File: config.mk
export PLATFORM = sky130hd
export DESIGN_NAME = apdr_ctrl
export DESIGN_NICKNAME = d
export VERILOG_FILES = /design/src/logic/apdr_ctrl.v
export VERILOG_INCLUDE_DIRS = /design/src /design/src/logic
export SDC_FILE = /design/constraint.sdc
export NUM_CORES = 1
export LEC_CHECK = 0
export CELL_PAD_IN_SITES_DETAIL_PLACEMENT = 1
export CELL_PAD_IN_SITES_GLOBAL_PLACEMENT = 1
export CORE_MARGIN = 10
export CORE_UTILIZATION = 40
export CTS_CLUSTER_SIZE = 28
export DETAILED_ROUTE_END_ITERATION = 10
export DONT_BUFFER_PORTS = 1
export PLACE_DENSITY = 0.74
export SYNTH_ARGS = -nofsm -noshare
export SYNTH_HDL_FRONTEND = slang
export SYNTH_SLANG_ARGS = --single-unit
File: constraint.sdc
create_clock -name REF_CLK_I -period 7.55 [get_ports REF_CLK_I]
set_clock_uncertainty 0.05 [all_clocks]
set_input_delay 1.51 -clock REF_CLK_I [delete_from_list [all_inputs] [get_ports REF_CLK_I]]
set_output_delay 1.51 -clock REF_CLK_I [all_outputs]
set_load 0.005 [all_outputs]
File: src/logic/apdr_map.vh
// Constants for the converter phase delay and reset controller.
// Assumes a 250 MHz REF_CLK_I and an APB slave with 32-bit data.
`ifndef APDR_MAP_VH
`define APDR_MAP_VH

// ----------------------------------------
// Register offsets
// ----------------------------------------
`define APDR_OFS_CFG0 8'h00
`define APDR_OFS_CFG1 8'h04
`define APDR_OFS_SKEW 8'h08
`define APDR_OFS_STAT 8'h0c
`define APDR_OFS_CODE0 8'h10
`define APDR_OFS_CODE1 8'h14

// ----------------------------------------
// Field positions
// ----------------------------------------
`define APDR_TRIM_LSB 0
`define APDR_EXTREF_BIT 0
`define APDR_RATIO_LSB 1
`define APDR_PRE_LSB 4

// ----------------------------------------
// Reset values
// ----------------------------------------
`define APDR_TRIM_RST 8'h50
`define APDR_EXTREF_RST 1'h0
`define APDR_RATIO_RST 3'h3
`define APDR_PRE_RST 2'h0
`define APDR_SKEW_RST 12'h000
`define APDR_COMP_RST 4'h3

// ----------------------------------------
// Timing
// ----------------------------------------
`define APDR_CLK_MHZ 250
`define APDR_MODCLK_NS 1000
`define APDR_MODCLK_CYC (`APDR_MODCLK_NS * `APDR_CLK_MHZ / 1000)

`endif

File: src/logic/apdr_ctrl.v
// Phase delay, filter and reset control for a two-channel converter.
// Assumes modulator bitstreams arrive synchronous to REF_CLK_I and
// that software reaches the registers over APB.
`timescale 1ns/1ps
`include "apdr_map.vh"

module apdr_ctrl #(
    parameter MODCLK_DIV = `APDR_MODCLK_CYC
) (
    // Clock and power-on reset
    input wire REF_CLK_I,
    input wire RESET_N_I,
    // Hard reset pin
    input wire HARD_RESET_N_I,
    // APB slave
    input wire PSEL_I,
    input wire PENABLE_I,
    input wire PWRITE_I,
    input wire [7:0] PADDR_I,
    input wire [31:0] PWDATA_I,
    output wire PREADY_O,
    output wire PSLVERR_O,
    output wire [31:0] PRDATA_O,
    // Modulator side
    input wire [1:0] MOD_BIT_I,
    output wire MOD_CLEAR_O,
    output wire [7:0] COMP_O,
    // Reference control
    output wire REF_EXT_SEL_O,
    output wire [7:0] REF_TRIM_O,
    // Channel results
    output wire [23:0] CH0_CODE_O,
    output wire [23:0] CH1_CODE_O,
    output wire [1:0] CH_READY_O,
    // Sample ready pin and serial driver enable
    output wire SAMPLE_READY_N_O,
    output wire SAMPLE_READY_OE_O,
    output wire SER_OE_O
);

    // ----------------------------------------
    // Reset combination
    // ----------------------------------------

    // Pin acts on the very next edge, without a sampling delay
    wire rst_all = ~RESET_N_I | ~HARD_RESET_N_I;

    // ----------------------------------------
    // Configuration registers
    // ----------------------------------------
    reg [7:0] trim_q;
    reg ext_q;
    reg [2:0] ratio_q;
    reg [1:0] pre_q;
    reg [11:0] skew_q;

    // ----------------------------------------
    // APB handshake
    // ----------------------------------------
    reg pready_q;
    reg pslverr_q;
    reg [31:0] prdata_q;
    reg [31:0] rd_d;
    reg map_d;

    // Write lands in the access cycle only
    wire wr_go = PSEL_I & PENABLE_I & pready_q & PWRITE_I;

    // Pin low blocks writes, so nothing changes
    wire wr_ok = wr_go & HARD_RESET_N_I;

    // ----------------------------------------
    // Modulator clock
    // ----------------------------------------
    reg [13:0] div_q;
    reg tick_q;
    reg run_q;

    // Prescale doubles the period per step
    wire [13:0] div_lim = ({2'h0, MODCLK_DIV[11:0]} << pre_q) - 14'h0001;

    // ----------------------------------------
    // Ratio and skew decode
    // ----------------------------------------
    wire [12:0] decimation_ratio = 13'h0020 << ratio_q;
    wire [12:0] half = 13'h0010 << ratio_q;
    wire [2:0] sh = 3'h7 - ratio_q;

    // Move the sign bit to the top, then back down
    wire [11:0] skew_up = skew_q << sh;
    wire signed [11:0] skew_eff = $signed(skew_up) >>> sh;

    // Narrowed code can only span minus half to half minus one
    wire [12:0] start0 = half + {skew_eff[11], skew_eff};

    // Both channels start on one modulator edge
    wire load = tick_q & ~run_q;

    // ----------------------------------------
    // Register write and control state
    // ----------------------------------------

    // Defaults come back on either reset
    always @(posedge REF_CLK_I) begin
        if (rst_all) begin
            trim_q <= `APDR_TRIM_RST;
            ext_q <= `APDR_EXTREF_RST;
            ratio_q <= `APDR_RATIO_RST;
            pre_q <= `APDR_PRE_RST;
            skew_q <= `APDR_SKEW_RST;
        end else if (wr_ok) begin
            case (PADDR_I)
                `APDR_OFS_CFG0: begin
                    trim_q <= PWDATA_I[`APDR_TRIM_LSB +: 8];
                end
                `APDR_OFS_CFG1: begin
                    ext_q <= PWDATA_I[`APDR_EXTREF_BIT];
                    ratio_q <= PWDATA_I[`APDR_RATIO_LSB +: 3];
                    pre_q <= PWDATA_I[`APDR_PRE_LSB +: 2];
                end
                `APDR_OFS_SKEW: begin
                    skew_q <= PWDATA_I[11:0];
                end
                default: begin
                    skew_q <= skew_q;
                end
            endcase
        end
    end

    // Run flag drops on reset or skew write, rises on a tick
    always @(posedge REF_CLK_I) begin
        if (rst_all) begin
            run_q <= 1'b0;
        end else if (wr_ok && PADDR_I == `APDR_OFS_SKEW) begin
            run_q <= 1'b0;
        end else if (tick_q) begin
            run_q <= 1'b1;
        end
    end

    // Divider restarts with reset so the first tick is deterministic
    always @(posedge REF_CLK_I) begin
        if (rst_all) begin
            div_q <= 14'h0000;
            tick_q <= 1'b0;
        end else if (div_q >= div_lim) begin
            div_q <= 14'h0000;
            tick_q <= 1'b1;
        end else begin
            div_q <= div_q + 14'h0001;
            tick_q <= 1'b0;
        end
    end

    // ----------------------------------------
    // Channels
    // ----------------------------------------
    wire [1:0] rdy;
    wire [27:0] code_w;
    wire [7:0] comp_w;

    genvar g;
    generate
        for (g = 0; g < 2; g = g + 1) begin : g_ch
            reg [12:0] cnt_q;
            reg [12:0] acc_q;
            reg [13:0] code_q;
            reg rdy_q;
            reg [3:0] cmp_q;
            wire m = MOD_BIT_I[g];

            // Channel one waits half a ratio, channel zero adds skew
            wire [12:0] start = (g == 0) ? start0 : half;

            // Filter, counter and buffer share one reset path
            always @(posedge REF_CLK_I) begin
                if (rst_all) begin
                    cnt_q <= 13'h0000;
                    acc_q <= 13'h0000;
                    code_q <= 14'h0000;
                    rdy_q <= 1'b0;
                    cmp_q <= `APDR_COMP_RST;
                end else begin
                    rdy_q <= 1'b0;
                    cmp_q <= {m, m, ~m, ~m};
                    if (load) begin
                        cnt_q <= start;
                        acc_q <= 13'h0000;
                    end else if (tick_q) begin
                        if (cnt_q == 13'h0000) begin
                            // Frame end: latch code, fire ready
                            rdy_q <= 1'b1;
                            code_q <= {acc_q, 1'b0} - {1'b0, decimation_ratio};
                            acc_q <= {12'h000, m};
                            cnt_q <= decimation_ratio - 13'h0001;
                        end else begin
                            cnt_q <= cnt_q - 13'h0001;
                            acc_q <= acc_q + {12'h000, m};
                        end
                    end
                end
            end

            assign rdy[g] = rdy_q;
            assign code_w[g*14 +: 14] = code_q;
            assign comp_w[g*4 +: 4] = cmp_q;
        end
    endgenerate

    // ----------------------------------------
    // Pin outputs
    // ----------------------------------------
    reg ready_n_q;
    reg pin_oe_q;
    reg mod_clr_q;
    reg [1:0] ch_rdy_q;

    // Pulses from both channels share the pin, one cycle low each; coinciding pulses give a single low cycle
    always @(posedge REF_CLK_I) begin
        if (rst_all) begin
            ready_n_q <= 1'b1;
            pin_oe_q <= 1'b0;
            mod_clr_q <= 1'b1;
            ch_rdy_q <= 2'h0;
        end else begin
            ready_n_q <= ~(rdy[0] | rdy[1]);
            pin_oe_q <= 1'b1;
            mod_clr_q <= 1'b0;
            ch_rdy_q <= rdy;
        end
    end

    // ----------------------------------------
    // APB read path
    // ----------------------------------------

    // Read mux; unmapped offsets answer with an error
    always @* begin
        rd_d = 32'h0000_0000;
        map_d = 1'b1;
        case (PADDR_I)
            `APDR_OFS_CFG0: begin
                rd_d[7:0] = trim_q;
            end
            `APDR_OFS_CFG1: begin
                rd_d[`APDR_EXTREF_BIT] = ext_q;
                rd_d[`APDR_RATIO_LSB +: 3] = ratio_q;
                rd_d[`APDR_PRE_LSB +: 2] = pre_q;
            end
            `APDR_OFS_SKEW: begin
                rd_d[11:0] = skew_q;
            end
            `APDR_OFS_STAT: begin
                rd_d[0] = run_q;
                rd_d[1] = ~HARD_RESET_N_I;
            end
            `APDR_OFS_CODE0: begin
                rd_d = {{18{code_w[13]}}, code_w[13:0]};
            end
            `APDR_OFS_CODE1: begin
                rd_d = {{18{code_w[27]}}, code_w[27:14]};
            end
            default: begin
                map_d = 1'b0;
            end
        endcase
    end

    // Answer one cycle after setup: ready is high in the access cycle
    always @(posedge REF_CLK_I) begin
        if (~RESET_N_I) begin
            pready_q <= 1'b0;
            pslverr_q <= 1'b0;
            prdata_q <= 32'h0000_0000;
        end else begin
            pready_q <= PSEL_I & ~PENABLE_I;
            if (PSEL_I & ~PENABLE_I) begin
                pslverr_q <= ~map_d;
                prdata_q <= PWRITE_I ? 32'h0000_0000 : rd_d;
            end else begin
                pslverr_q <= 1'b0;
                prdata_q <= 32'h0000_0000;
            end
        end
    end

    // ----------------------------------------
    // Output wiring, all from flops
    // ----------------------------------------
    assign PREADY_O = pready_q;
    assign PSLVERR_O = pslverr_q;
    assign PRDATA_O = prdata_q;
    assign MOD_CLEAR_O = mod_clr_q;
    assign COMP_O = comp_w;

    // Analog side picks the reference from this bit
    assign REF_EXT_SEL_O = ext_q;
    assign REF_TRIM_O = trim_q;
    assign CH0_CODE_O = {{10{code_w[13]}}, code_w[13:0]};
    assign CH1_CODE_O = {{10{code_w[27]}}, code_w[27:14]};
    assign CH_READY_O = ch_rdy_q;
    assign SAMPLE_READY_N_O = ready_n_q;
    assign SAMPLE_READY_OE_O = pin_oe_q;
    assign SER_OE_O = pin_oe_q;

endmodule // apdr_ctrl

; Yosys cells after proc, flatten, opt, wreduce, memory -nomap -nowiden
; Cells that the tools add are included.
[word_totals]
word_cells = 102
rom_bits = 0
ramBits = 0
ff_bits = 169
input_bits = 48
latchBits = 0
memories = 0
output_inout_bits = 105
[classes]
add_sub_neg = 11
magnitude_cmp = 1
reduce_logical = 17
n_shift = 5
n_eq_ne = 5
n_mux = 19
n_div = 0
n_mul = 0
bitwise = 19
[ops]
columns = op, count
row1 = 2-to-1 mux 13 bit, 8
row2 = one-hot mux 20 bit (2 select lines), 1
row3 = "subtractor 13 x 1 -> 13 bit, second input constant", 3
row4 = subtractor 14 x 13 -> 14 bit, 2
row5 = adder 13 x 1 -> 13 bit, 2
row6 = zero test 13 bit, 2
row7 = one-hot mux 4 bit (5 select lines), 1
row8 = "equality test 8 x 4 -> 1 bit, second input constant", 2
row9 = "equality test 8 x 5 -> 1 bit, second input constant", 2
row10 = "adder 14 x 1 -> 14 bit, second input constant", 1
row11 = greater-or-equal comparator 14 bit, 1
row12 = "<< shifter 8 x 2 -> 14 bit, first input constant", 1
row13 = "subtractor 14 x 1 -> 14 bit, second input constant", 1
row14 = adder 13 bit, 1
row15 = "<< shifter 5 x 3 -> 13 bit, first input constant", 1
row16 = "<< shifter 6 x 3 -> 13 bit, first input constant", 1
row17 = one-hot mux 2 bit (6 select lines), 1
row18 = one-hot mux 4 bit (3 select lines), 1
row19 = << shifter 12 x 3 -> 12 bit, 1
row20 = >>> shifter 12 x 3 -> 12 bit, 1
row21 = inverter 1 bit, 11
row22 = "equality test 8 x 3 -> 1 bit, second input constant", 1
row23 = zero test 8 bit, 1
row24 = one-hot mux 2 bit (4 select lines), 1
row25 = 11 further kinds, 29

; Logic depth before layout (Yosys ltp)
[depth]
ltp_word = 6
ltp_mapped = 12
ltp_nobuf = 11

; Worst setup path after synthesis
; Ideal clock, no wire load.
[synth_timing]
kind = input port to flip-flop
start = input PADDR_I[5]
end = register skew_q[3]
arrival_time_ns = 3.259
stages = 7
setup_ns = 0.128
path_buffers = 2
required_ns = 7.372
setup_slack_ns = 4.113
path_cell_list = or4_1 -> or3_1 -> buf_6 -> nor3_2 -> buf_6 -> mux2i_1 -> nor2_1
[synth_between]
elab_chain_len = 2
[synth_rtl]
columns = item, line
row1 = start: declaration, apdr_ctrl.v:19  ; input wire [7:0] PADDR_I,
row2 = equality test 8 x 4 -> 1 bit, apdr_ctrl.v:112  ; case (PADDR_I)
row3 = AND reduction 2 bit (no line), -
row4 = end signal: assignment, apdr_ctrl.v:110  ; skew_q <= `APDR_SKEW_RST;
row5 = end signal: assignment, apdr_ctrl.v:122  ; skew_q <= PWDATA_I[11:0];
row6 = end signal: assignment, apdr_ctrl.v:125  ; skew_q <= skew_q;
row7 = end: declaration, apdr_ctrl.v:55  ; reg [11:0] skew_q;
; Every way passes these cells.
; A chain may end at the register's enable or synchronous reset.

; Final worst setup path
[layout_timing]
start = register g_ch[1].cnt_q[0]
end = register g_ch[1].code_q[6]
[layout_between]
elab_chain_len = 2
[layout_rtl]
columns = item, line
row1 = start: declaration, apdr_ctrl.v:166  ; reg [12:0] cnt_q;
row2 = start signal: assignment, apdr_ctrl.v:188  ; cnt_q <= start;
row3 = start signal: assignment, apdr_ctrl.v:196  ; cnt_q <= decimation_ratio - 13'h0001;
row4 = start signal: assignment, apdr_ctrl.v:198  ; cnt_q <= cnt_q - 13'h0001;
row5 = zero test 13 bit, apdr_ctrl.v:191  ; if (cnt_q == 13'h0000) begin
row6 = AND reduction 3 bit (no line), -
row7 = end signal: assignment, apdr_ctrl.v:194  ; code_q <= {acc_q, 1'b0} - {1'b0, decimation_ratio};
row8 = end: declaration, apdr_ctrl.v:168  ; reg [13:0] code_q;
; Every way passes these cells.

==> run summary <==
drt via density - 5.79
critical path type - register to register
Setup WS pre-CTS - 3.83 ns
critical path arrival - 3.79 ns
row count - 51
H-tree depth - 4
number of global-route vias before repair - 6876
Most used DFF post-synth - dfxtp_1
Worst VDD drop - 0.000142 V
Slowest-stage cell, CP - nor4b_4
Worst-Skew Late Latency - 0.43 ns
Hold Crit Depth - 2
Leakage - 3.10 nW
final setup vio count - 0
initial antenna violation count - 1
n_diodes - 0
Slew @ Worst Pin - 1.12 ns
Clock Tree Buf Depth - 2
largest family of logic cells by synthesized area - simple AND/OR/NAND/NOR gates
CP endpoint kind - register
Hold-fix buffers, CTS - 0
die width - 162 µm
layout cell share with drive strength beyond 1 - 6.26%
root buf cell - clkbuf_16
clock-pin slew on the worst setup and hold paths - 0.07 ns
setup repair after global routing missed its margin - false
Die Span Y - 162 µm
CTS tree - yes
most frequent cells in the layout - dfxtp_1, nor2_1, nand2_1
GRT Util Overall - 19.1%
fraction of synthesized cell area in xor and xnor cells - 5.54%
post-DP HPWL - 18400 µm
Post-Syn Instances - 962
post-synth cell types - 64
final hold viol count - 0
Placer Congestion - 0.898
final worst path period share - 46.2%
Crit path largest cell delay - 0.79 ns
largest net degree at the start of global routing - 51
drt wl/cell - 21.4 µm
post-CTS sizing - 0
worst r2r path cells - 7
post-synthesis mux area share - 5.31%
adder-cell share of the synthesized area - 7.23%
yosys warns - 0
outcome - finished clean
# nets final - 991
Post-Synth Simple-Gate Area - 21.5%
Core ar. - 19700 µm²
Filler cells - 2367
initial drt markers - 462
Ports - 153
Mapped Area - 8070 µm²
Slew HR - 24.8%
CP max FO - 16
Mean Syn Cell Area - 8.38 µm²
Achievable Freq - 0.287 GHz
Req. time, crit path - 7.85 ns
clock sinks - 147
synth-to-layout area growth - 5.85%
Residual DRC - 0
total gr overflow - 0
fin crit period - 3.49 ns
Post-DRT Antenna Nets - 0
power density over the cells - 201 nW/µm²
sequential share of the synthesized area - 36.5%
ys async rst share - 0%
FF+latch count, synth - 147
die area - 26200 µm²
Slew Limit Fails - 0
overall routed net length - 25200 µm
TNS Setup - 0 ns
Post-synth EDFFs - 0
fin worst setup slack - 4.06 ns
Worst setup SP type - register
Starting Density - 41.0%
Buffers on Ports - 0
most common cell after layout, fill and taps aside - dfxtp_1
Inserted Clock Buffers - 17
r2r setup slk - 4.06 ns
post-CTS setup buffer count - 0
Hold/Removal Path Class - register to register
first-pass GRT wire length - 40000 µm
vias after detailed routing - 6801
CP Cell Sequence - inv_1 > ha_1 > or4b_1 > nor4b_4 > and2_0 > nand3_1 > a21oi_1
Detailed Routing Iterations Pass 1 - 7
Compound-Gate Fraction of Synth Area - 15.9%
Max-Cap Viols - 0
[layer usage]
| layer | track usage (%) | routed length [µm] | share of wire [%] | vias to the layer above |
|---|---|---|---|---|
| li1 | - | - | - | 3248 |
| met2 | 30.6 | 11700 | 46 | 195 |
| met5 | 0 | 0 | 0 | - |
| met3 | 5.03 | 2070 | 8.2 | 29 |
| met4 | 6.08 | 406 | 1.6 | 0 |
| met1 | 24.5 | 11100 | 44 | 3329 |
[cell type report]
| cell class | count | area, µm² | share of cell area [%] |
|---|---|---|---|
| clock buffers | 17 | 425 | 4.98 |
| multi-input cells | 696 | 4500 | 52.7 |
| clock inverters | 15 | 188 | 2.20 |
| repair buffers | 6 | 45.0 | 0.528 |
| flip-flops and latches | 147 | 2940 | 34.5 |
| inverters | 29 | 109 | 1.28 |
| well taps | 265 | 332 | 3.88 |
[worst max-delay path: cells and delay by family, from the launching register on]
kind                       cells  cell delay, ns
adders and majority gates      1            0.19
AOI/OAI and AO/OA              1            0.23
buffers and inverters          1            0.08
and+or+nand+nor                4            2.53
DFF                            1            0.33
[power by group]
group          internal [mW]  switching, mW  total, mW  leakage [nW]
combinational         0.0125         0.0342     0.0466          1.61
clock                  0.504          0.383      0.887         0.304
sequential             0.779        0.00327      0.782          1.19
total                   1.30          0.420       1.72          3.10
[stage by stage]
step	hold slack, ns	instance area [µm²]	total power, mW	cells	utilization (%)
2_1_floorplan	0.394	8070	0.837	964	-
3_3_place_gp	0.414	7920	0.845	1143	40.3
3_5_place_dp	0.419	7920	0.846	1143	40.3
4_1_cts	0.431	8540	1.73	1175	43.4
5_1_grt	0.452	8540	1.77	1175	43.4
6_report	0.426	8540	1.72	1175	43.4
[synthesized netlist by cell type (6+ instances only)]
cell type | instances | area (µm²)
dfxtp_1 | 147 | 2940
nor2_1 | 115 | 432
nand2_1 | 96 | 360
a21oi_1 | 57 | 285
buf_4 | 45 | 338
ha_1 | 45 | 563
clkbuf_1 | 40 | 150
mux2i_1 | 36 | 360
xor2_1 | 36 | 315
inv_1 | 29 | 109
nand3_1 | 28 | 140
o21ai_0 | 27 | 135
a211oi_1 | 24 | 180
nor3_1 | 22 | 110
a22oi_1 | 19 | 143
and3_1 | 19 | 119
a31oi_1 | 15 | 93.8
xnor2_1 | 15 | 131
or3_1 | 13 | 81.3
nand4_1 | 11 | 68.8
or4_1 | 10 | 75.1
nor2b_1 | 8 | 50.1
o31ai_1 | 8 | 60.1
o211ai_1 | 7 | 52.6
nor4_1 | 6 | 37.5
or2_2 | 6 | 37.5
[final timing paths]
check,start,endpoint
min reg2reg,g_ch[1].cnt_q[12]$_SDFFE_PN0P_,g_ch[1].cnt_q[12]$_SDFFE_PN0P_
max,g_ch[1].cnt_q[0]$_SDFFE_PN0P_,g_ch[1].code_q[6]$_SDFFE_PN0P_
min,g_ch[1].cnt_q[12]$_SDFFE_PN0P_,g_ch[1].cnt_q[12]$_SDFFE_PN0P_
max reg2reg,g_ch[1].cnt_q[0]$_SDFFE_PN0P_,g_ch[1].code_q[6]$_SDFFE_PN0P_
[cell families after synthesis]
| family | count (synthesis) |
|---|---|
| adder cells (fa/ha/maj) | 46 |
| buffers and inverters | 121 |
| AND/OR/NAND/NOR | 359 |
| flip-flops | 147 |
| multiplexers | 41 |
| XOR/XNOR | 51 |
| other | 2 |
| AO/OA/AOI/OAI | 195 |
[state kept, by name, indices dropped and copies added (netlist names), 2 cells and up]
signal,flops
g_ch.code_q,26
g_ch.rdy_q,2
ratio_q,3
g_ch.acc_q,26
pre_q,2
g_ch.cmp_q,4
PRDATA_O,14
g_ch.cnt_q,26
CH_READY_O,2
REF_TRIM_O,8
div_q,14
skew_q,12
No activity file was read; power rests on OpenSTA's default activity.
